==> config.mk <==
export PLATFORM = sky130hd
export DESIGN_NAME = ltal_alert_logic
export DESIGN_NICKNAME = d
export VERILOG_FILES = /design/src/ltal_pkg.sv /design/src/ltal_cmp_if.sv /design/src/ltal_fault_counter.sv /design/src/ltal_alert_logic.sv
export VERILOG_INCLUDE_DIRS = /design/src
export SDC_FILE = /design/constraint.sdc
export NUM_CORES = 1
export LEC_CHECK = 0
export BUFFER_PORTS_ARGS = -buffer_cell sky130_fd_sc_hd__buf_4
export CORE_ASPECT_RATIO = 1.25
export CORE_MARGIN = 5
export CORE_UTILIZATION = 61
export DETAILED_ROUTE_END_ITERATION = 6
export HOLD_SLACK_MARGIN = 0.03
export PLACE_DENSITY = 0.83
export SLEW_MARGIN = 20
export SYNTH_ARGS = -nofsm -noshare
export SYNTH_HDL_FRONTEND = slang
export SYNTH_SLANG_ARGS = --single-unit
==> constraint.sdc <==
create_clock -name ref_clk_i -period 5.57 [get_ports ref_clk_i]
set_input_delay 0.8355 -clock ref_clk_i [delete_from_list [all_inputs] [get_ports ref_clk_i]]
set_output_delay 0.8355 -clock ref_clk_i [all_outputs]
set_load 0.05 [all_outputs]
==> src/ltal_map.svh <==
// Register offsets, field positions, reset values and codes for the light threshold alert logic
`ifndef LTAL_MAP_SVH
`define LTAL_MAP_SVH
`define LTAL_OFF_RESULT 8'h00
`define LTAL_OFF_CONFIG 8'h01
`define LTAL_OFF_LOW 8'h02
`define LTAL_OFF_HIGH 8'h03
`define LTAL_LOW_RESET 16'h0000
`define LTAL_HIGH_RESET 16'hBFFF
`define LTAL_CFG_RESET 16'hC810
`define LTAL_CFG_RW_MASK 16'hFE1F
`define LTAL_EXP_MSB 15
`define LTAL_EXP_LSB 12
`define LTAL_MAN_MSB 11
`define LTAL_MAN_LSB 0
`define LTAL_RANGE_MSB 15
`define LTAL_RANGE_LSB 12
`define LTAL_MODE_MSB 10
`define LTAL_MODE_LSB 9
`define LTAL_BIT_READY 7
`define LTAL_BIT_HIGH_FLAG 6
`define LTAL_BIT_LOW_FLAG 5
`define LTAL_BIT_LATCH 4
`define LTAL_BIT_POL 3
`define LTAL_BIT_MASK 2
`define LTAL_FC_MSB 1
`define LTAL_FC_LSB 0
`define LTAL_RANGE_AUTO 4'hC
`define LTAL_MODE_SHUTDOWN 2'h0
`define LTAL_EXP_ZERO 4'h0
`define LTAL_FC_ONE 2'h0
`define LTAL_FC_TWO 2'h1
`define LTAL_FC_FOUR 2'h2
`define LTAL_CNT_ONE 4'h1
`define LTAL_CNT_TWO 4'h2
`define LTAL_CNT_FOUR 4'h4
`define LTAL_CNT_EIGHT 4'h8
`define LTAL_CNT_ZERO 4'h0
`endif

==> src/ltal_pkg.sv <==
// Types shared by the light threshold alert logic
package ltal_pkg;
    typedef logic [15:0] ltal_word_t;
    typedef logic [26:0] ltal_lux_t;
    typedef enum logic [1:0] {
        LTAL_ST_IDLE = 2'b01,
        LTAL_ST_ALERT = 2'b10
    } ltal_alert_state_t;
endpackage

==> src/ltal_cmp_if.sv <==
// Interface carrying one comparison channel between the top and its fault counter
`timescale 1ns/1ps
interface ltal_cmp_if;
    logic sample;
    logic violate;
    logic [3:0] need;
    logic hit;
    modport top (output sample, output violate, output need, input hit);
    modport cnt (input sample, input violate, input need, output hit);
endinterface

==> src/ltal_fault_counter.sv <==
// Consecutive fault counter for one threshold comparison
`timescale 1ns/1ps
`include "ltal_map.svh"
module ltal_fault_counter (
    // Clock and reset
    input wire logic ref_clk_i,
    input wire logic reset_i,
    // Comparison channel
    ltal_cmp_if.cnt ch
);
    logic [3:0] count_reg;
    logic [3:0] count_next;

    always_comb begin
        count_next = count_reg;
        if (ch.sample) begin
            if (!ch.violate) begin
                count_next = `LTAL_CNT_ZERO;
            end else if (count_reg < ch.need) begin
                count_next = count_reg + `LTAL_CNT_ONE;
            end
        end
    end

    always_ff @(posedge ref_clk_i) begin
        if (reset_i) begin
            count_reg <= `LTAL_CNT_ZERO;
        end else begin
            count_reg <= count_next;
        end
    end

    // Hit is a pulse on the conversion that reaches the count; saturation repeats the pulse on each later faulting conversion
    assign ch.hit = ch.sample && ch.violate && (count_next >= ch.need);
endmodule

==> src/ltal_alert_logic.sv <==
// Threshold comparison and alert reporting for an ambient light measurement device
// Overview of operation
// - Low flag sets after enough consecutive low results
// - Latch zero: pin and flags follow comparison
// - Latch one: hold alert until host clears
// - Polarity zero: alert drives pin low
// - Polarity one: alert releases pin, pullup raises
// - Mask with manual range zeroes result exponent
// - Masking affects result read only, not compare
// - Fault count codes select one, two, four, eight
// - Low threshold: exponent 15:12, mantissa 11:0
// - Threshold lux is 0.01 times 2^exp times mantissa
// - Exponent codes 0 to 11 double scale
// - Result and thresholds compared on common scale
// - High flag sets after enough consecutive high results
// - High threshold same layout, resets to BFFF
// - Shutdown leaves flags and pin unchanged
`timescale 1ns/1ps
`include "ltal_map.svh"
module ltal_alert_logic (
    // Clock and reset
    input wire logic ref_clk_i,
    input wire logic reset_i,
    // Conversion result from the converter
    input wire logic conv_done_i,
    input wire logic [15:0] conv_result_i,
    // Register port from the serial interface
    input wire logic [7:0] reg_addr_i,
    input wire logic reg_wr_i,
    input wire logic reg_rd_i,
    input wire logic [15:0] reg_wdata_i,
    output logic [15:0] reg_rdata_o,
    // Alert pin, open drain
    input wire logic alert_pin_i,
    output logic alert_pin_o,
    output logic alert_pin_oe_o
);
    ltal_pkg::ltal_word_t low_reg, low_next;
    ltal_pkg::ltal_word_t high_reg, high_next;
    ltal_pkg::ltal_word_t cfg_reg, cfg_next;
    ltal_pkg::ltal_word_t result_reg, result_next;
    ltal_pkg::ltal_word_t rdata_reg, rdata_next;
    logic low_flag_reg, low_flag_next;
    logic high_flag_reg, high_flag_next;
    logic ready_reg, ready_next;
    ltal_pkg::ltal_alert_state_t state_reg, state_next;

    ltal_cmp_if low_ch();
    ltal_cmp_if high_ch();

    // Expand exponent and mantissa to lux in 0.01 lux units; 12-bit mantissa shifted by up to 15
    function automatic ltal_pkg::ltal_lux_t to_lux(input ltal_pkg::ltal_word_t w);
        ltal_pkg::ltal_lux_t m;
        m = {15'h0000, w[`LTAL_MAN_MSB:`LTAL_MAN_LSB]};
        return m << w[`LTAL_EXP_MSB:`LTAL_EXP_LSB];
    endfunction

    ltal_pkg::ltal_lux_t res_lux, low_lux, high_lux;
    logic [1:0] fc;
    logic [3:0] need;
    logic latch_en, alert_polarity, mask_en;
    logic cfg_access, clear_evt;

    assign latch_en = cfg_reg[`LTAL_BIT_LATCH];
    assign alert_polarity = cfg_reg[`LTAL_BIT_POL];
    assign mask_en = cfg_reg[`LTAL_BIT_MASK];
    assign fc = cfg_reg[`LTAL_FC_MSB:`LTAL_FC_LSB];
    // Compare unmasked conversion word against both limits in lux
    assign res_lux = to_lux(conv_result_i);
    assign low_lux = to_lux(low_reg);
    assign high_lux = to_lux(high_reg);

    always_comb begin
        case (fc)
            `LTAL_FC_ONE: need = `LTAL_CNT_ONE;
            `LTAL_FC_TWO: need = `LTAL_CNT_TWO;
            `LTAL_FC_FOUR: need = `LTAL_CNT_FOUR;
            default: need = `LTAL_CNT_EIGHT;
        endcase
    end

    assign low_ch.sample = conv_done_i;
    assign low_ch.violate = res_lux < low_lux;
    assign low_ch.need = need;
    assign high_ch.sample = conv_done_i;
    assign high_ch.violate = res_lux > high_lux;
    assign high_ch.need = need;

    ltal_fault_counter u_low_cnt (
        .ref_clk_i(ref_clk_i),
        .reset_i(reset_i),
        .ch(low_ch)
    );

    ltal_fault_counter u_high_cnt (
        .ref_clk_i(ref_clk_i),
        .reset_i(reset_i),
        .ch(high_ch)
    );

    // Any read of configuration, or a write that is not shutdown, is the host clearing event
    assign cfg_access = (reg_addr_i == `LTAL_OFF_CONFIG);
    assign clear_evt = cfg_access && (reg_rd_i ||
        (reg_wr_i && reg_wdata_i[`LTAL_MODE_MSB:`LTAL_MODE_LSB] != `LTAL_MODE_SHUTDOWN));

    // Register file
    always_comb begin
        low_next = low_reg;
        high_next = high_reg;
        cfg_next = cfg_reg;
        result_next = result_reg;
        if (reg_wr_i) begin
            if (reg_addr_i == `LTAL_OFF_LOW) begin
                low_next = reg_wdata_i;
            end else if (reg_addr_i == `LTAL_OFF_HIGH) begin
                high_next = reg_wdata_i;
            end else if (cfg_access) begin
                cfg_next = (reg_wdata_i & `LTAL_CFG_RW_MASK) | (cfg_reg & ~`LTAL_CFG_RW_MASK);
            end
        end
        if (conv_done_i) begin
            result_next = conv_result_i;
            // Masking only touches the stored read value; the compare path sees conv_result_i
            if (mask_en && cfg_reg[`LTAL_RANGE_MSB:`LTAL_RANGE_LSB] < `LTAL_RANGE_AUTO) begin
                result_next[`LTAL_EXP_MSB:`LTAL_EXP_LSB] = `LTAL_EXP_ZERO;
            end
        end
    end

    // Flags and alert state; a new hit wins over a simultaneous clear
    always_comb begin
        low_flag_next = low_flag_reg;
        high_flag_next = high_flag_reg;
        ready_next = ready_reg;
        state_next = state_reg;
        if (clear_evt) begin
            ready_next = 1'b0;
        end
        if (conv_done_i) begin
            ready_next = 1'b1;
        end
        if (!latch_en) begin
            // Transparent mode: flags reflect each conversion outcome
            if (conv_done_i) begin
                low_flag_next = low_ch.hit;
                high_flag_next = high_ch.hit;
                state_next = (low_ch.hit || high_ch.hit) ? ltal_pkg::LTAL_ST_ALERT : ltal_pkg::LTAL_ST_IDLE;
            end
        end else begin
            if (clear_evt) begin
                low_flag_next = 1'b0;
                high_flag_next = 1'b0;
                state_next = ltal_pkg::LTAL_ST_IDLE;
            end
            if (low_ch.hit) begin
                low_flag_next = 1'b1;
            end
            if (high_ch.hit) begin
                high_flag_next = 1'b1;
            end
            case (state_reg)
                ltal_pkg::LTAL_ST_IDLE: begin
                    if (low_ch.hit || high_ch.hit) begin
                        state_next = ltal_pkg::LTAL_ST_ALERT;
                    end
                end
                ltal_pkg::LTAL_ST_ALERT: begin
                    if (low_ch.hit || high_ch.hit) begin
                        state_next = ltal_pkg::LTAL_ST_ALERT;
                    end
                end
                default: state_next = ltal_pkg::LTAL_ST_IDLE;
            endcase
        end
    end

    // Read data with live flag bits
    always_comb begin
        rdata_next = rdata_reg;
        if (reg_rd_i) begin
            if (reg_addr_i == `LTAL_OFF_RESULT) begin
                rdata_next = result_reg;
            end else if (cfg_access) begin
                rdata_next = cfg_reg;
                rdata_next[`LTAL_BIT_READY] = ready_reg;
                rdata_next[`LTAL_BIT_HIGH_FLAG] = high_flag_reg;
                rdata_next[`LTAL_BIT_LOW_FLAG] = low_flag_reg;
            end else if (reg_addr_i == `LTAL_OFF_LOW) begin
                rdata_next = low_reg;
            end else if (reg_addr_i == `LTAL_OFF_HIGH) begin
                rdata_next = high_reg;
            end else begin
                rdata_next = `LTAL_LOW_RESET;
            end
        end
    end

    always_ff @(posedge ref_clk_i) begin
        if (reset_i) begin
            low_reg <= `LTAL_LOW_RESET;
            high_reg <= `LTAL_HIGH_RESET;
            cfg_reg <= `LTAL_CFG_RESET;
            result_reg <= `LTAL_LOW_RESET;
            rdata_reg <= `LTAL_LOW_RESET;
            low_flag_reg <= 1'b0;
            high_flag_reg <= 1'b0;
            ready_reg <= 1'b0;
            state_reg <= ltal_pkg::LTAL_ST_IDLE;
        end else begin
            low_reg <= low_next;
            high_reg <= high_next;
            cfg_reg <= cfg_next;
            result_reg <= result_next;
            rdata_reg <= rdata_next;
            low_flag_reg <= low_flag_next;
            high_flag_reg <= high_flag_next;
            ready_reg <= ready_next;
            state_reg <= state_next;
        end
    end

    // Open drain: only ever drive low; the pullup supplies the high level
    logic alert_active;
    assign alert_active = (state_reg == ltal_pkg::LTAL_ST_ALERT);
    assign alert_pin_o = 1'b0;
    assign alert_pin_oe_o = alert_polarity ? !alert_active : alert_active;
    assign reg_rdata_o = rdata_reg;
endmodule

After elaboration in Yosys (flattened, before gate mapping)

Index checks and enable logic that the tools add are counted.

Register bits after elaboration: 93
Output and inout bits: 18
Word-level logic and storage cells: 85

Bitwise operators: 3
Magnitude comparators: 7
Reductions and logical operators: 22
Add/subtract/negate cells: 2
Shift operators: 3
Equality and inequality tests: 10
Mux-type cells: 27

Operators by type and width:

| cell                | number |
|---|---|
| $shl 12x4->27       | 3 |
| $mux 16             | 4 |
| $mux 4              | 7 |
| $gt 27x27->1        | 1 |
| $lt 27x27->1        | 1 |
| $eq 8x2->1 const B  | 2 |
| $or 16x9->16        | 1 |
| $mux 2              | 6 |
| $pmux 4 s3          | 1 |
| $mux 1              | 9 |
| $add 4x1->4 const B | 2 |
| $eq 8x1->1 const B  | 1 |
| $ge 4x4->1          | 2 |
| $logic_not 8->1     | 1 |
| $lt 4x4->1          | 2 |
| $reduce_and 2->1    | 4 |
| $logic_and 1x1->1   | 7 |
| $ne 3x1->1 const B  | 2 |
| $reduce_bool 2->1   | 3 |
| $eq 2x1->1 const B  | 2 |
| $eq 2x2->1 const B  | 2 |
| $lt 4x4->1 const B  | 1 |
| $ne 4x2->1 const B  | 1 |
| $reduce_and 4->1    | 1 |
| 6 further kinds     | 8 |

Depth between registers and ports, before layout

Gate-level depths: netlist (run 1).

Word-level depth: 12
Mapped depth: 24

Cells and area by module

Synthesis (run 1) repeated with hierarchy kept, for this count alone.

Cell total of the unflattened synthesis: 888
Area total of the unflattened synthesis: 7378.3 um^2

Modules (own cells, without submodules):

| module             | area each (um^2) | sequential area each (um^2) | cells an instance | instances |
|---|---|---|---|---|
| ltal_alert_logic   | 6547.5           | 1621.6                      | 782               | 1 |
| ltal_fault_counter | 415.4            | 80.1                        | 53                | 2 |

Least setup slack after synthesis (run 1)

Ideal clock, no wire load.

Path kind: input-to-reg
Start: in conv_result_i[13]
End: reg state_reg[1]
Data arrival time: 4.738 ns
Data required time: 5.438 ns
Setup slack: 0.700 ns
Stages: 23
Cells stage by stage: buf_4 > clkbuf_1 > mux2i_1 > nand2_1 > o21ai_0 > o21ai_0 > nand2_1 > o21ai_0 > ha_1 > and4_1 > a221o_1 > o221a_2 > o31ai_1 > o2111ai_2 > nand3_1 > ha_1 > nand2b_1 > a21o_1 > a21o_1 > a21oi_1 > nor3_1 > o21ai_0 > a31oi_1

Word-level cells in the longest chain between the ends: 10
Elaborated cells on any way between the ends: 21

RTL lines:

| item                                         | line                                                                      | RTL |
|---|---|---|
| from (decl)                                  | ltal_alert_logic.sv:26                                                    | `input wire logic [15:0] conv_result_i,` |
| $shl 12x4->27 *                              | ltal_alert_logic.sv:55                                                    | `` return m << w[`LTAL_EXP_MSB:`LTAL_EXP_LSB]; `` |
| $lt 27x27->1 or $gt 27x27->1 (tied branches) | ltal_alert_logic.sv:83, ltal_alert_logic.sv:86                            |  |
| $mux 4                                       | ltal_fault_counter.sv:17                                                  | `if (!ch.violate) begin` |
| $mux 4                                       | ltal_fault_counter.sv:16                                                  | `if (ch.sample) begin` |
| $ge 4x4->1                                   | ltal_fault_counter.sv:34                                                  | `assign ch.hit = ch.sample && ch.violate && (count_next >= ch.need);` |
| $logic_and 1x1->1                            | ltal_fault_counter.sv:34                                                  |  |
| $logic_or 1x1->1 *                           | ltal_alert_logic.sv:147, ltal_alert_logic.sv:163, ltal_alert_logic.sv:168 |  |
| $mux 2, on equally long branches             | ltal_alert_logic.sv:147, ltal_alert_logic.sv:163, ltal_alert_logic.sv:168 |  |
| $mux 2, on equally long branches             | n/a                                                                       |  |
| $mux 2                                       | ltal_alert_logic.sv:142                                                   | `if (!latch_en) begin` |
| to (signal assigned)                         | ltal_alert_logic.sv:208                                                   | `state_reg <= ltal_pkg::LTAL_ST_IDLE;` |
| to (signal assigned)                         | ltal_alert_logic.sv:218                                                   | `state_reg <= state_next;` |
| to (decl)                                    | ltal_alert_logic.sv:46                                                    | `ltal_pkg::ltal_alert_state_t state_reg, state_next;` |

Every way passes the cells marked *; elsewhere a longest branch is shown, timed or not. The select of a mux whose other input is x is not followed.
A chain may end at the register's enable or synchronous reset.

Worst setup path in the final report (run 1)

Start: in conv_result_i[13]
End: reg low_flag_reg

Word-level cells in the longest chain between the ends: 8
Elaborated cells on any way between the ends: 12

RTL lines:

| item                                                 | line                     | RTL |
|---|---|---|
| $shl 12x4->27 *                                      | ltal_alert_logic.sv:55   |  |
| $lt 27x27->1 *                                       | ltal_alert_logic.sv:83   | `assign low_ch.violate = res_lux < low_lux;` |
| $mux 4                                               | ltal_fault_counter.sv:17 |  |
| $mux 4                                               | ltal_fault_counter.sv:16 |  |
| $ge 4x4->1                                           | ltal_fault_counter.sv:34 |  |
| $logic_and 1x1->1 *                                  | ltal_fault_counter.sv:34 |  |
| $ne 3x1->1 (no line), or another cell as far along   | n/a                      |  |
| $reduce_and 2->1 (no line) or $mux 1 (tied branches) | n/a                      |  |
| to (signal assigned)                                 | ltal_alert_logic.sv:215  | `low_flag_reg <= low_flag_next;` |
| to (decl)                                            | ltal_alert_logic.sv:43   | `logic low_flag_reg, low_flag_next;` |

Marks and branches as above.

==> results of run 1 <==
==> layout make-up <==
cell class,instances,share of cell area (%)
Clock buffer,9,2.87
Clock inverter,7,0.686
Inverter,10,0.479
Multi-Input combinational cell,744,64.6
Sequential cell,89,22.7
Tap cell,138,2.20
Timing Repair Buffer,67,6.41
==> layout by cell type (no fill, tap or decap), drive strengths merged, types with 10 or more instances in the layout <==
cell	instances
nand3b	20
buf	67
nand2	161
mux2	23
nor3	15
inv	10
a21oi	84
o21ai	33
dfxtp	89
nor2b	20
nand3	19
mux4	11
nand2b	10
a211oi	10
a22oi	14
ha	68
nor2	87
mux2i	69
==> path summary, 6_finish.rpt <==
path,cells past startpoint,slack [ps],endpoint
max reg2reg,21,490,state_reg[1]
max,20,490,low_flag_reg
min reg2reg,2,460,high_flag_reg
min,2,460,high_flag_reg
==> layer usage <==
| layer | up-vias | track usage, % | part of all wire (%) |
|---|---|---|---|
| met5 | - | 0 | 0 |
| met4 | 0 | 16.1 | 6.0 |
| met3 | 77 | 3.54 | 7.1 |
| met2 | 307 | 46.4 | 47 |
| met1 | 3060 | 35.3 | 40 |
| li1 | 3265 | - | - |
==> per-stage QoR <==
step | total power (uW) | instances | utilization, % | setup WS [ps]
2_1_floorplan | 904 | 900 | - | 700
3_3_place_gp | 993 | 1048 | 65.4 | 241
3_5_place_dp | 999 | 1048 | 65.4 | 222
4_1_cts | 1560 | 1064 | 67.8 | 502
5_1_grt | 1620 | 1064 | 67.8 | 55.2
6_report | 1560 | 1064 | 67.8 | 495
==> critical path, stage by stage <==
cell and delay (ps):
sky130_fd_sc_hd__buf_4 220, sky130_fd_sc_hd__mux2_2 370, sky130_fd_sc_hd__o21ai_0 330, sky130_fd_sc_hd__nor2_1 70, sky130_fd_sc_hd__a21oi_1 220, sky130_fd_sc_hd__nor2b_1 120
sky130_fd_sc_hd__ha_1 290, sky130_fd_sc_hd__nand4_1 120, sky130_fd_sc_hd__nor4_1 360, sky130_fd_sc_hd__nand2_1 150, sky130_fd_sc_hd__o41ai_2 630, sky130_fd_sc_hd__and2_1 330
sky130_fd_sc_hd__or2_1 150, sky130_fd_sc_hd__ha_1 220, sky130_fd_sc_hd__nand2b_1 140, sky130_fd_sc_hd__a21o_1 180, sky130_fd_sc_hd__a21o_1 160, sky130_fd_sc_hd__a21oi_1 120
sky130_fd_sc_hd__or3_1 160, sky130_fd_sc_hd__a21oi_1 80
==> power by group <==
group | leakage (uW) | switching (uW) | total [uW] | internal (uW)
combinational | 0.00261 | 183 | 323 | 140
clock | 0.000134 | 263 | 569 | 306
sequential | 0.000723 | 13.4 | 668 | 654
==> kinds of logic (layout without fill, tap and decap cells) <==
kind of cell | count (synthesis) | count (layout) | share of synthesized area [%]
mux | 103 | 103 | 16.9
compound gates | 189 | 189 | 16.5
flops | 89 | 89 | 25.0
fa+ha+maj | 69 | 69 | 12.1
simple gates | 375 | 375 | 24.7
buf+inv | 67 | 93 | 3.90
other cells | 1 | 1 | 0.0526
xor+xnor | 7 | 7 | 0.860
==> metrics.txt, run 1 <==
# TYPE chip_impl_metric gauge
chip_impl_metric{name="maxCapViolCount",unit=""} 0
chip_impl_metric{name="hold_buffers",unit=""} 0
chip_impl_info{name="synth.largest_area_cell",value="sky130_fd_sc_hd__dfxtp_1"} 1
chip_impl_metric{name="floorplan.initialDensity",unit="%"} 61.7
chip_impl_metric{name="postCtsSetupBuffers",unit=""} 0
chip_impl_metric{name="routedWlPerCell",unit="microns"} 18.6
chip_impl_metric{name="fmax",unit="MHz"} 197
chip_impl_metric{name="detailed_place.area",unit="sq mm"} 0.00756
chip_impl_metric{name="cp_data_required_time",unit="ps"} 5750
chip_impl_metric{name="p_leak",unit="uW"} 0.00347
chip_impl_info{name="ctsRootBufferMaster",value="sky130_fd_sc_hd__clkbuf_16"} 1
chip_impl_metric{name="path_max_fanout",unit=""} 19
chip_impl_metric{name="die_y",unit="microns"} 131
chip_impl_metric{name="vias_in_the_first_global_route",unit=""} 6215
chip_impl_metric{name="hold_violations",unit=""} 0
chip_impl_metric{name="routed_wl",unit="microns"} 19800
chip_impl_info{name="type_of_origin_of_the_critical_path",value="primary input"} 1
chip_impl_metric{name="synth_enable_flop_cells",unit=""} 0
chip_impl_metric{name="max_slew.worst_pin.slew",unit="ps"} 902
chip_impl_metric{name="detail-route-antenna-nets",unit=""} 0
chip_impl_metric{name="detail_route.drc_violations",unit=""} 0
chip_impl_metric{name="die-width",unit="microns"} 107
chip_impl_metric{name="finish.net_count",unit=""} 1035
chip_impl_metric{name="final-seq-area",unit="sq mm"} 0.00178
chip_impl_metric{name="final_max_slew_viol_count",unit=""} 0
chip_impl_metric{name="clock_tree.buffer_depth",unit=""} 2
chip_impl_metric{name="synth.ff_latch_count",unit=""} 89
chip_impl_info{name="path_class",value="in -> reg"} 1
chip_impl_metric{name="peakVddDrop",unit="mV"} 0.229
chip_impl_info{name="hp-start",value="high_flag_reg"} 1
chip_impl_metric{name="synth-async-reset-ratio",unit="%"} 0
chip_impl_metric{name="syn-cell-area",unit="sq mm"} 0.00713
chip_impl_metric{name="yosys_warnings",unit=""} 0
chip_impl_metric{name="final_critical_period",unit="ps"} 5080
chip_impl_metric{name="worstSkewPairLatency",unit="ps"} 340
chip_impl_metric{name="fillCellCount",unit=""} 962
chip_impl_metric{name="synthDistinctLibCells",unit=""} 63
chip_impl_metric{name="tritoncts.num_buffers",unit=""} 9
chip_impl_metric{name="routed_via_density",unit=""} 6.31
chip_impl_metric{name="layout_cells_sized_above_1",unit="%"} 14.8
chip_impl_metric{name="synthDominantCellAreaShare",unit="%"} 25.0
chip_impl_info{name="clock_tree_from_tritoncts",value="done"} 1
chip_impl_metric{name="maxSlewHeadroom",unit="%"} 39.8
chip_impl_info{name="status",value="finished, final reports clean"} 1
chip_impl_metric{name="grt.total_usage",unit="%"} 28.0
chip_impl_metric{name="synth_seq_area_share",unit="%"} 25.0
chip_impl_metric{name="buffer_ports.inserted",unit=""} 61
chip_impl_metric{name="multi_input_combinational_cell_area",unit="sq mm"} 0.00507
chip_impl_metric{name="gp_routability_congestion",unit=""} 0.925
chip_impl_metric{name="worstPathArrival",unit="ps"} 5260
chip_impl_metric{name="clock_slew_seen_by_the_registers_of_the_worst_setup_and_hold_paths",unit="ps"} 60
chip_impl_metric{name="final.hold.worst_slack",unit="ps"} 463
chip_impl_metric{name="detailed_placer_s_ending_hpwl",unit="microns"} 15100
chip_impl_info{name="startpoint",value="conv_result_i[13]"} 1
chip_impl_metric{name="cts.sink_count",unit=""} 89
chip_impl_metric{name="die-area",unit="sq mm"} 0.0140
chip_impl_info{name="synth_common_cells",value="sky130_fd_sc_hd__nand2_1 (160), sky130_fd_sc_hd__dfxtp_1 (89), sky130_fd_sc_hd__nor2_1 (87), sky130_fd_sc_hd__a21oi_1 (84), sky130_fd_sc_hd__mux2i_1 (69)"} 1
chip_impl_metric{name="detailedRoute.firstIterationViolations",unit=""} 568
chip_impl_metric{name="floorplan.rows",unit=""} 44
chip_impl_metric{name="cellPowerDensity",unit="mW/mm^2"} 199
chip_impl_info{name="grt_setup_unrepaired",value="no"} 1
chip_impl_info{name="end_kind",value="flop"} 1
chip_impl_metric{name="grt_pass1_wl",unit="microns"} 31000
chip_impl_metric{name="core_area",unit="sq mm"} 0.0116
chip_impl_metric{name="initial_antenna_violation_count",unit=""} 0
chip_impl_metric{name="postSynthAreaPerCell",unit="sq um"} 7.92
chip_impl_metric{name="h_tree_depth",unit=""} 3
chip_impl_metric{name="area.growth.synth_to_final",unit="%"} 10.0
chip_impl_info{name="timing.rr.start",value="high_reg[13]"} 1
chip_impl_metric{name="antenna_cells",unit=""} 0
chip_impl_metric{name="dr_total_vias",unit=""} 6709
chip_impl_metric{name="setup_total_negative_slack",unit="ps"} 0
chip_impl_metric{name="setup-violations-final",unit=""} 0
chip_impl_info{name="yosys.cell_count.top_type",value="sky130_fd_sc_hd__nand2_1"} 1
chip_impl_metric{name="synthCells",unit=""} 900
chip_impl_metric{name="grt_max_degree",unit=""} 89
chip_impl_metric{name="syn_nets",unit=""} 1014
chip_impl_metric{name="drt_first_pass_iters",unit=""} 5
chip_impl_metric{name="post_cts_resized",unit=""} 0
chip_impl_metric{name="finalCritPeriodShare",unit="%"} 91.1
chip_impl_info{name="synthTopCellsByArea",value="sky130_fd_sc_hd__dfxtp_1 (25%), sky130_fd_sc_hd__ha_1 (12%), sky130_fd_sc_hd__mux2i_1 (9.7%), sky130_fd_sc_hd__nand2_1 (8.4%), sky130_fd_sc_hd__a21oi_1 (5.9%)"} 1
chip_impl_info{name="hp-class",value="reg -> reg"} 1
chip_impl_metric{name="worst_clock_skew",unit="ps"} 8.21
chip_impl_metric{name="i_o_pin_count",unit=""} 64
chip_impl_info{name="synthFlopType",value="sky130_fd_sc_hd__dfxtp_1"} 1
chip_impl_metric{name="fin_area",unit="sq mm"} 0.00784
chip_impl_metric{name="residual_overflow_from_global_routing",unit=""} 0
(Power assumes the default switching activity.)
==> inputs of run 2 (changes only) <==
--- a/config.mk
+++ b/config.mk
@@ -8,2 +8,3 @@
 export LEC_CHECK = 0
+export ABC_CLOCK_PERIOD_IN_PS = 5570
 export BUFFER_PORTS_ARGS = -buffer_cell sky130_fd_sc_hd__buf_4
==> constraint.sdc (replaced) <==
create_clock -name ref_clk_i -period 5.57 [get_ports ref_clk_i]
set_input_delay 0 -clock ref_clk_i [delete_from_list [all_inputs] [get_ports ref_clk_i]]
set_output_delay 0 -clock ref_clk_i [all_outputs]
set_load 0.05 [all_outputs]
==> run 2 against run 1 <==
Routed wire length up 5.9%. Register-to-register slack worse by 30 ps. Largest power group unchanged. Clock power up 10%.
==> metrics.txt, run 2 (synthesis results as in run 1) <==
# TYPE chip_impl_metric gauge
chip_impl_metric{name="p_int",unit="uW"} 1170
chip_impl_metric{name="layout_cells_sized_above_1",unit="%"} 14.2
chip_impl_metric{name="crit_buf_inv",unit=""} 0
chip_impl_metric{name="largest_stage_delay_on_the_critical_path",unit="ps"} 840
chip_impl_metric{name="hold_violations",unit=""} 0
chip_impl_info{name="type_of_origin_of_the_critical_path",value="flop"} 1
chip_impl_metric{name="detailed_place.area",unit="sq mm"} 0.00754
chip_impl_metric{name="net_sw_share",unit="%"} 28.5
chip_impl_metric{name="tritoncts.num_buffers",unit=""} 9
chip_impl_metric{name="die_y",unit="microns"} 131
chip_impl_info{name="crit_path_cell_trace",value="mux2_2 -> nand2_1 -> o21ai_0 -> mux2i_1 -> or2_2 -> ha_1 -> nand4_1 -> nor4_1 -> nand2_1 -> o41ai_2 -> and2_1 -> or2_1 -> ha_1 -> nand2b_1 -> a21o_1 -> a21o_1 -> a21oi_1 -> or3_1 -> a21oi_1"} 1
chip_impl_metric{name="detail_route.drc_violations",unit=""} 0
chip_impl_metric{name="peakVddDrop",unit="mV"} 0.274
chip_impl_metric{name="cp_data_required_time",unit="ps"} 5760
chip_impl_metric{name="gp_routability_congestion",unit=""} 0.981
chip_impl_metric{name="floorplan.rows",unit=""} 44
chip_impl_metric{name="maxCapViolCount",unit=""} 0
chip_impl_info{name="critical-path-top-delay-family",value="simple AND/OR/NAND/NOR gates"} 1
chip_impl_metric{name="h_tree_depth",unit=""} 3
chip_impl_metric{name="drt_first_pass_iters",unit=""} 5
chip_impl_metric{name="clock_tree.buffer_depth",unit=""} 2
chip_impl_metric{name="postCtsSetupBuffers",unit=""} 0
chip_impl_metric{name="detail-route-antenna-nets",unit=""} 0
chip_impl_metric{name="cellPowerDensity",unit="mW/mm^2"} 201
chip_impl_info{name="status",value="finished, final reports clean"} 1
chip_impl_metric{name="routed_via_density",unit=""} 6.40
chip_impl_info{name="grt_setup_unrepaired",value="no"} 1
chip_impl_metric{name="p_seq_share",unit="%"} 40.9
chip_impl_metric{name="final_core_util",unit="%"} 70.3
chip_impl_info{name="clock_tree_from_tritoncts",value="done"} 1
chip_impl_metric{name="die-width",unit="microns"} 107
chip_impl_metric{name="buffer_ports.inserted",unit=""} 61
chip_impl_metric{name="worstPathArrival",unit="ps"} 5290
chip_impl_info{name="path_class",value="reg -> reg"} 1
chip_impl_metric{name="setup-violations-final",unit=""} 0
chip_impl_metric{name="die-area",unit="sq mm"} 0.0140
chip_impl_metric{name="worstSkewPairLatency",unit="ps"} 350
chip_impl_metric{name="area.growth.synth_to_final",unit="%"} 14.1
chip_impl_metric{name="dr_total_vias",unit=""} 6967
chip_impl_metric{name="detailedRoute.firstIterationViolations",unit=""} 604
chip_impl_info{name="end_kind",value="flop"} 1
chip_impl_metric{name="worst_clock_skew",unit="ps"} 8.65
chip_impl_metric{name="finish.net_count",unit=""} 1060
chip_impl_metric{name="vias_in_the_first_global_route",unit=""} 6566
chip_impl_metric{name="final_critical_period",unit="ps"} 5100
chip_impl_metric{name="antenna_cells",unit=""} 0
chip_impl_metric{name="finalCritPeriodShare",unit="%"} 91.6
chip_impl_metric{name="floorplan.initialDensity",unit="%"} 61.7
chip_impl_metric{name="setup_total_negative_slack",unit="ps"} 0
chip_impl_metric{name="routed_wl",unit="microns"} 21000
chip_impl_metric{name="fmax",unit="MHz"} 196
chip_impl_metric{name="grt_max_degree",unit=""} 89
chip_impl_metric{name="routedWlPerCell",unit="microns"} 19.3
chip_impl_metric{name="final_max_slew_viol_count",unit=""} 0
chip_impl_metric{name="grt_pass1_wl",unit="microns"} 32900
chip_impl_metric{name="power.switching",unit="uW"} 465
chip_impl_metric{name="clock_slew_seen_by_the_registers_of_the_worst_setup_and_hold_paths",unit="ps"} 70
chip_impl_metric{name="p_clk_share",unit="%"} 38.4
chip_impl_metric{name="fin_area",unit="sq mm"} 0.00813
chip_impl_info{name="slowest_stage",value="sky130_fd_sc_hd__dfxtp_1"} 1
chip_impl_metric{name="grt.total_usage",unit="%"} 29.9
chip_impl_metric{name="detailed_placer_s_ending_hpwl",unit="microns"} 15200
chip_impl_metric{name="max_slew.worst_pin.slew",unit="ps"} 885
chip_impl_info{name="layout.cells.most_common",value="sky130_fd_sc_hd__nand2_1"} 1
chip_impl_metric{name="cts.sink_count",unit=""} 89
chip_impl_metric{name="maxSlewHeadroom",unit="%"} 40.9
chip_impl_metric{name="initial_antenna_violation_count",unit=""} 0
chip_impl_info{name="mostFrequentLayoutCells",value="sky130_fd_sc_hd__nand2_1 (160), sky130_fd_sc_hd__dfxtp_1 (88), sky130_fd_sc_hd__nor2_1 (87)"} 1
chip_impl_metric{name="comb_power_share",unit="%"} 20.8
chip_impl_info{name="ctsRootBufferMaster",value="sky130_fd_sc_hd__clkbuf_16"} 1
chip_impl_metric{name="fillCellCount",unit=""} 907
chip_impl_metric{name="core_area",unit="sq mm"} 0.0116
chip_impl_metric{name="path_max_fanout",unit=""} 20
chip_impl_info{name="hp-class",value="in -> reg"} 1
chip_impl_metric{name="residual_overflow_from_global_routing",unit=""} 0
chip_impl_metric{name="i_o_pin_count",unit=""} 64
chip_impl_metric{name="p_leak",unit="uW"} 0.00358
==> run 2: stage by stage <==
step | std cells | setup slack [ps] | hold slack [ps] | total power [uW]
finish | 1089 | 469 | 48.1 | 1630
global placement | 1045 | 596 | 222 | 991
CTS | 1089 | 399 | 38.5 | 1630
detailed placement | 1045 | 451 | 231 | 997
global route | 1089 | 245 | 55.4 | 1690
floorplan | 900 | 1090 | 121 | 904
==> run 2: layout make-up <==
| class | instances | area, sq um | share of cell area [%] |
|---|---|---|---|
| Inverter | 10 | 37.5 | 0.462 |
| Clock inverter | 6 | 71.3 | 0.877 |
| Timing Repair Buffer | 92 | 761 | 9.35 |
| Sequential cell | 89 | 1780 | 21.9 |
| Tap cell | 138 | 173 | 2.12 |
| Multi-Input combinational cell | 744 | 5070 | 62.3 |
| Clock buffer | 10 | 239 | 2.94 |
==> run 2: power by group through the flow <==
| stage | clock [uW] | sequential [uW] | combinational, uW |
|---|---|---|---|
| after detailed placement | 0 | 681 | 316 |
| after CTS | 629 | 667 | 334 |
| after floorplan | 0 | 685 | 218 |
| after global placement | 0 | 681 | 310 |
| after global routing | 653 | 669 | 370 |
| final | 627 | 668 | 339 |
==> run 2: repair_timing <==
action                                  in CTS  in global routing
endpoints found under the setup margin       0                  3
hold buffers                                28                  0
gates resized for setup                      0                  1
hold endpoints to repair                    56                  0
==> run 2: per-layer routing <==
layer | GRT usage (%) | share of wire (%) | vias to the layer above
met4 | 18.4 | 6.6 | 0
met5 | 0 | 0 | -
met1 | 36.9 | 40 | 3217
li1 | - | - | 3322
met2 | 50.2 | 47 | 339
met3 | 3.44 | 6.4 | 89
==> run 2: path summary, 6_finish.rpt <==
kind	startpoint	to	slack [ps]	depth (start not counted)
worst min register to register	cfg_reg[9]	cfg_reg[9]	460	2
worst max-delay path	low_reg[13]	low_flag_reg	470	19
worst max register to register	low_reg[13]	low_flag_reg	470	19
worst min-delay path	reg_rd_i	reg_rdata_o[1]	50	2
==> inputs of run 3 (changes only) <==
- BUFFER_PORTS_ARGS: -buffer_cell sky130_fd_sc_hd__buf_4 -> unset
- CORE_UTILIZATION: 61 -> 65
- DONT_BUFFER_PORTS: unset -> 1
==> run 3 against run 2 <==
The run now ends with DRC left. Clock power is 1% higher. Clock skew fell by 2.1 ps. Clock-buffer cell count shrank 1. Combinational power shrank 12%. Largest cell class unchanged.
==> metrics.txt, run 3 (synthesis results as in run 1) <==
# TYPE chip_impl_metric gauge
chip_impl_metric{name="p_seq_share",unit="%"} 42.0
chip_impl_metric{name="comb_power_share",unit="%"} 18.6
chip_impl_metric{name="detailed_placer_s_ending_hpwl",unit="microns"} 15700
chip_impl_info{name="status",value="finished with violations"} 1
chip_impl_metric{name="cts.sink_count",unit=""} 89
chip_impl_metric{name="p_clk_share",unit="%"} 39.3
chip_impl_info{name="grt_setup_unrepaired",value="no"} 1
chip_impl_info{name="hp-class",value="in -> reg"} 1
chip_impl_metric{name="net_sw_share",unit="%"} 28.8
chip_impl_metric{name="max_slew.worst_pin.slew",unit="ps"} 1070
chip_impl_info{name="type_of_origin_of_the_critical_path",value="flop"} 1
chip_impl_metric{name="clock_tree.buffer_depth",unit=""} 2
chip_impl_metric{name="floorplan.rows",unit=""} 42
chip_impl_metric{name="fmax",unit="MHz"} 198
chip_impl_metric{name="detailedRoute.firstIterationViolations",unit=""} 754
chip_impl_info{name="path_class",value="reg -> reg"} 1
chip_impl_metric{name="worstSkewPairLatency",unit="ps"} 350
chip_impl_metric{name="tritoncts.num_buffers",unit=""} 9
chip_impl_metric{name="fin_total_pwr",unit="uW"} 1610
chip_impl_metric{name="die-width",unit="microns"} 104
chip_impl_metric{name="timing.final.ws_setup",unit="ps"} 518
chip_impl_info{name="ctsRootBufferMaster",value="sky130_fd_sc_hd__clkbuf_16"} 1
chip_impl_metric{name="fillCellCount",unit=""} 783
chip_impl_metric{name="dr_total_vias",unit=""} 6919
chip_impl_metric{name="setup_total_negative_slack",unit="ps"} 0
chip_impl_metric{name="grt_pass1_wl",unit="microns"} 35600
chip_impl_metric{name="p_int",unit="uW"} 1150
chip_impl_metric{name="worst_clock_skew",unit="ps"} 6.57
chip_impl_metric{name="cp_data_required_time",unit="ps"} 5780
chip_impl_metric{name="routed_via_density",unit=""} 6.69
chip_impl_metric{name="final_max_slew_viol_count",unit=""} 0
chip_impl_info{name="failing_checks",value="DRC"} 1
chip_impl_metric{name="worstPathArrival",unit="ps"} 5260
chip_impl_metric{name="buffer_ports.inserted",unit=""} 0
chip_impl_metric{name="postCtsSetupBuffers",unit=""} 0
chip_impl_metric{name="gp_routability_congestion",unit=""} 0.988
chip_impl_metric{name="initial_antenna_violation_count",unit=""} 0
chip_impl_metric{name="maxSlewHeadroom",unit="%"} 28.4
chip_impl_metric{name="drt_first_pass_iters",unit=""} 7
chip_impl_metric{name="maxCapViolCount",unit=""} 0
chip_impl_info{name="end_kind",value="flop"} 1
chip_impl_metric{name="core_area",unit="sq mm"} 0.0107
chip_impl_metric{name="detail-route-antenna-nets",unit=""} 0
chip_impl_metric{name="h_tree_depth",unit=""} 3
chip_impl_metric{name="cellPowerDensity",unit="mW/mm^2"} 206
chip_impl_metric{name="grt.total_usage",unit="%"} 33.1
chip_impl_metric{name="area.growth.synth_to_final",unit="%"} 9.48
chip_impl_info{name="mostFrequentLayoutCells",value="sky130_fd_sc_hd__nand2_1 (160), sky130_fd_sc_hd__nor2_1 (87), sky130_fd_sc_hd__dfxtp_1 (87)"} 1
chip_impl_metric{name="routed_wl",unit="microns"} 22100
chip_impl_metric{name="pre_cts_ws",unit="ps"} 395
chip_impl_info{name="layout.cells.most_common",value="sky130_fd_sc_hd__nand2_1"} 1
chip_impl_metric{name="finalCritPeriodShare",unit="%"} 90.7
chip_impl_metric{name="power.switching",unit="uW"} 464
chip_impl_metric{name="setup-violations-final",unit=""} 0
chip_impl_metric{name="hold_violations",unit=""} 0
chip_impl_metric{name="vias_in_the_first_global_route",unit=""} 6756
chip_impl_metric{name="path_max_fanout",unit=""} 20
chip_impl_metric{name="i_o_pin_count",unit=""} 64
chip_impl_metric{name="layout_cells_sized_above_1",unit="%"} 8.54
chip_impl_metric{name="clock_slew_seen_by_the_registers_of_the_worst_setup_and_hold_paths",unit="ps"} 70
chip_impl_info{name="clock_tree_from_tritoncts",value="done"} 1
chip_impl_metric{name="floorplan.initialDensity",unit="%"} 66.8
chip_impl_metric{name="residual_overflow_from_global_routing",unit=""} 0
chip_impl_metric{name="routedWlPerCell",unit="microns"} 21.4
chip_impl_metric{name="finish.net_count",unit=""} 1011
chip_impl_metric{name="peakVddDrop",unit="mV"} 0.308
chip_impl_metric{name="die-area",unit="sq mm"} 0.0132
chip_impl_metric{name="grt_max_degree",unit=""} 89
chip_impl_metric{name="final_critical_period",unit="ps"} 5050
chip_impl_metric{name="detail_route.drc_violations",unit=""} 3
chip_impl_metric{name="p_leak",unit="uW"} 0.00334
chip_impl_metric{name="die_y",unit="microns"} 127
chip_impl_metric{name="antenna_cells",unit=""} 0
-- run 3: changes by cell type in the layout (fill, tap and decap cells not counted), sizes merged --
cell	before	now
clkinv	2	3
dlygate4sd3	28	38
buf	64	5
clkbuf	10	9
-- run 3: cell type report --
type                            instances  area (sq um)  area share (%)
Multi-Input combinational cell        744          5070            65.0
Sequential cell                        89          1780            22.9
Timing Repair Buffer                   43           438            5.61
Clock buffer                            9           225            2.89
Tap cell                              132           165            2.12
Clock inverter                          7          85.1            1.09
Inverter                               10          37.5           0.481
-- run 3: final timing paths --
kind	start	cells after the start	slack, ps	to
worst max-delay path	high_reg[13]	20	520	state_reg[1]
worst min-delay path	reg_addr_i[0]	3	40	reg_rdata_o[14]
worst max register to register	high_reg[13]	20	520	state_reg[1]
worst min register to register	cfg_reg[12]	2	460	cfg_reg[12]
-- run 3: power by group through the flow --
stage                     Sequential [uW]  Clock (uW)  Combinational (uW)
after floorplan                       685           0                 218
after global placement                690           0                 237
after detailed placement              691           0                 249
after CTS                             676         633                 295
after global routing                  678         664                 330
final                                 677         633                 300
-- run 3: critical path, cell delays in order, from the launching register on --
cell                        delay [ps]
sky130_fd_sc_hd__dfxtp_2           610
sky130_fd_sc_hd__mux2_2            410
sky130_fd_sc_hd__nand2_1            60
sky130_fd_sc_hd__o21ai_0           190
sky130_fd_sc_hd__mux2_2            350
sky130_fd_sc_hd__mux2i_1           180
sky130_fd_sc_hd__ha_1              270
sky130_fd_sc_hd__a21o_1            170
sky130_fd_sc_hd__a221o_1           310
sky130_fd_sc_hd__o221a_2           260
sky130_fd_sc_hd__o31ai_1           420
sky130_fd_sc_hd__o2111ai_2         250
sky130_fd_sc_hd__nand4_1           180
sky130_fd_sc_hd__nand2_1            80
sky130_fd_sc_hd__ha_1              290
sky130_fd_sc_hd__a21o_1            160
sky130_fd_sc_hd__a21o_1            160
sky130_fd_sc_hd__a21oi_1           130
sky130_fd_sc_hd__nor3_1             50
sky130_fd_sc_hd__o21ai_0           210
sky130_fd_sc_hd__a31oi_1           140
-- run 3: timing repair --
action                                  CTS  global route
hold buffers                             39             0
endpoints found under the setup margin    0             2
hold endpoints to repair                 89             0
gates resized for setup                   0             2
-- run 3: through the flow --
stage | area (sq um) | hold slack (ps) | util, % | cells
floorplan | 7130 | 121 | - | 900
global placement | 7080 | 76.5 | 66.4 | 979
detailed placement | 7080 | 77.3 | 66.4 | 979
CTS | 7800 | 36.2 | 73.1 | 1034
global route | 7800 | 60.4 | 73.2 | 1034
finish | 7800 | 42.3 | 73.2 | 1034
-- run 3: metal layers --
metal	global-route usage (%)	vias up	wire, microns
met5	0	-	0
met4	17.3	0	1260
li1	-	3223	-
met2	55.9	379	10600
met1	40.9	3211	8570
met3	5.05	106	1690
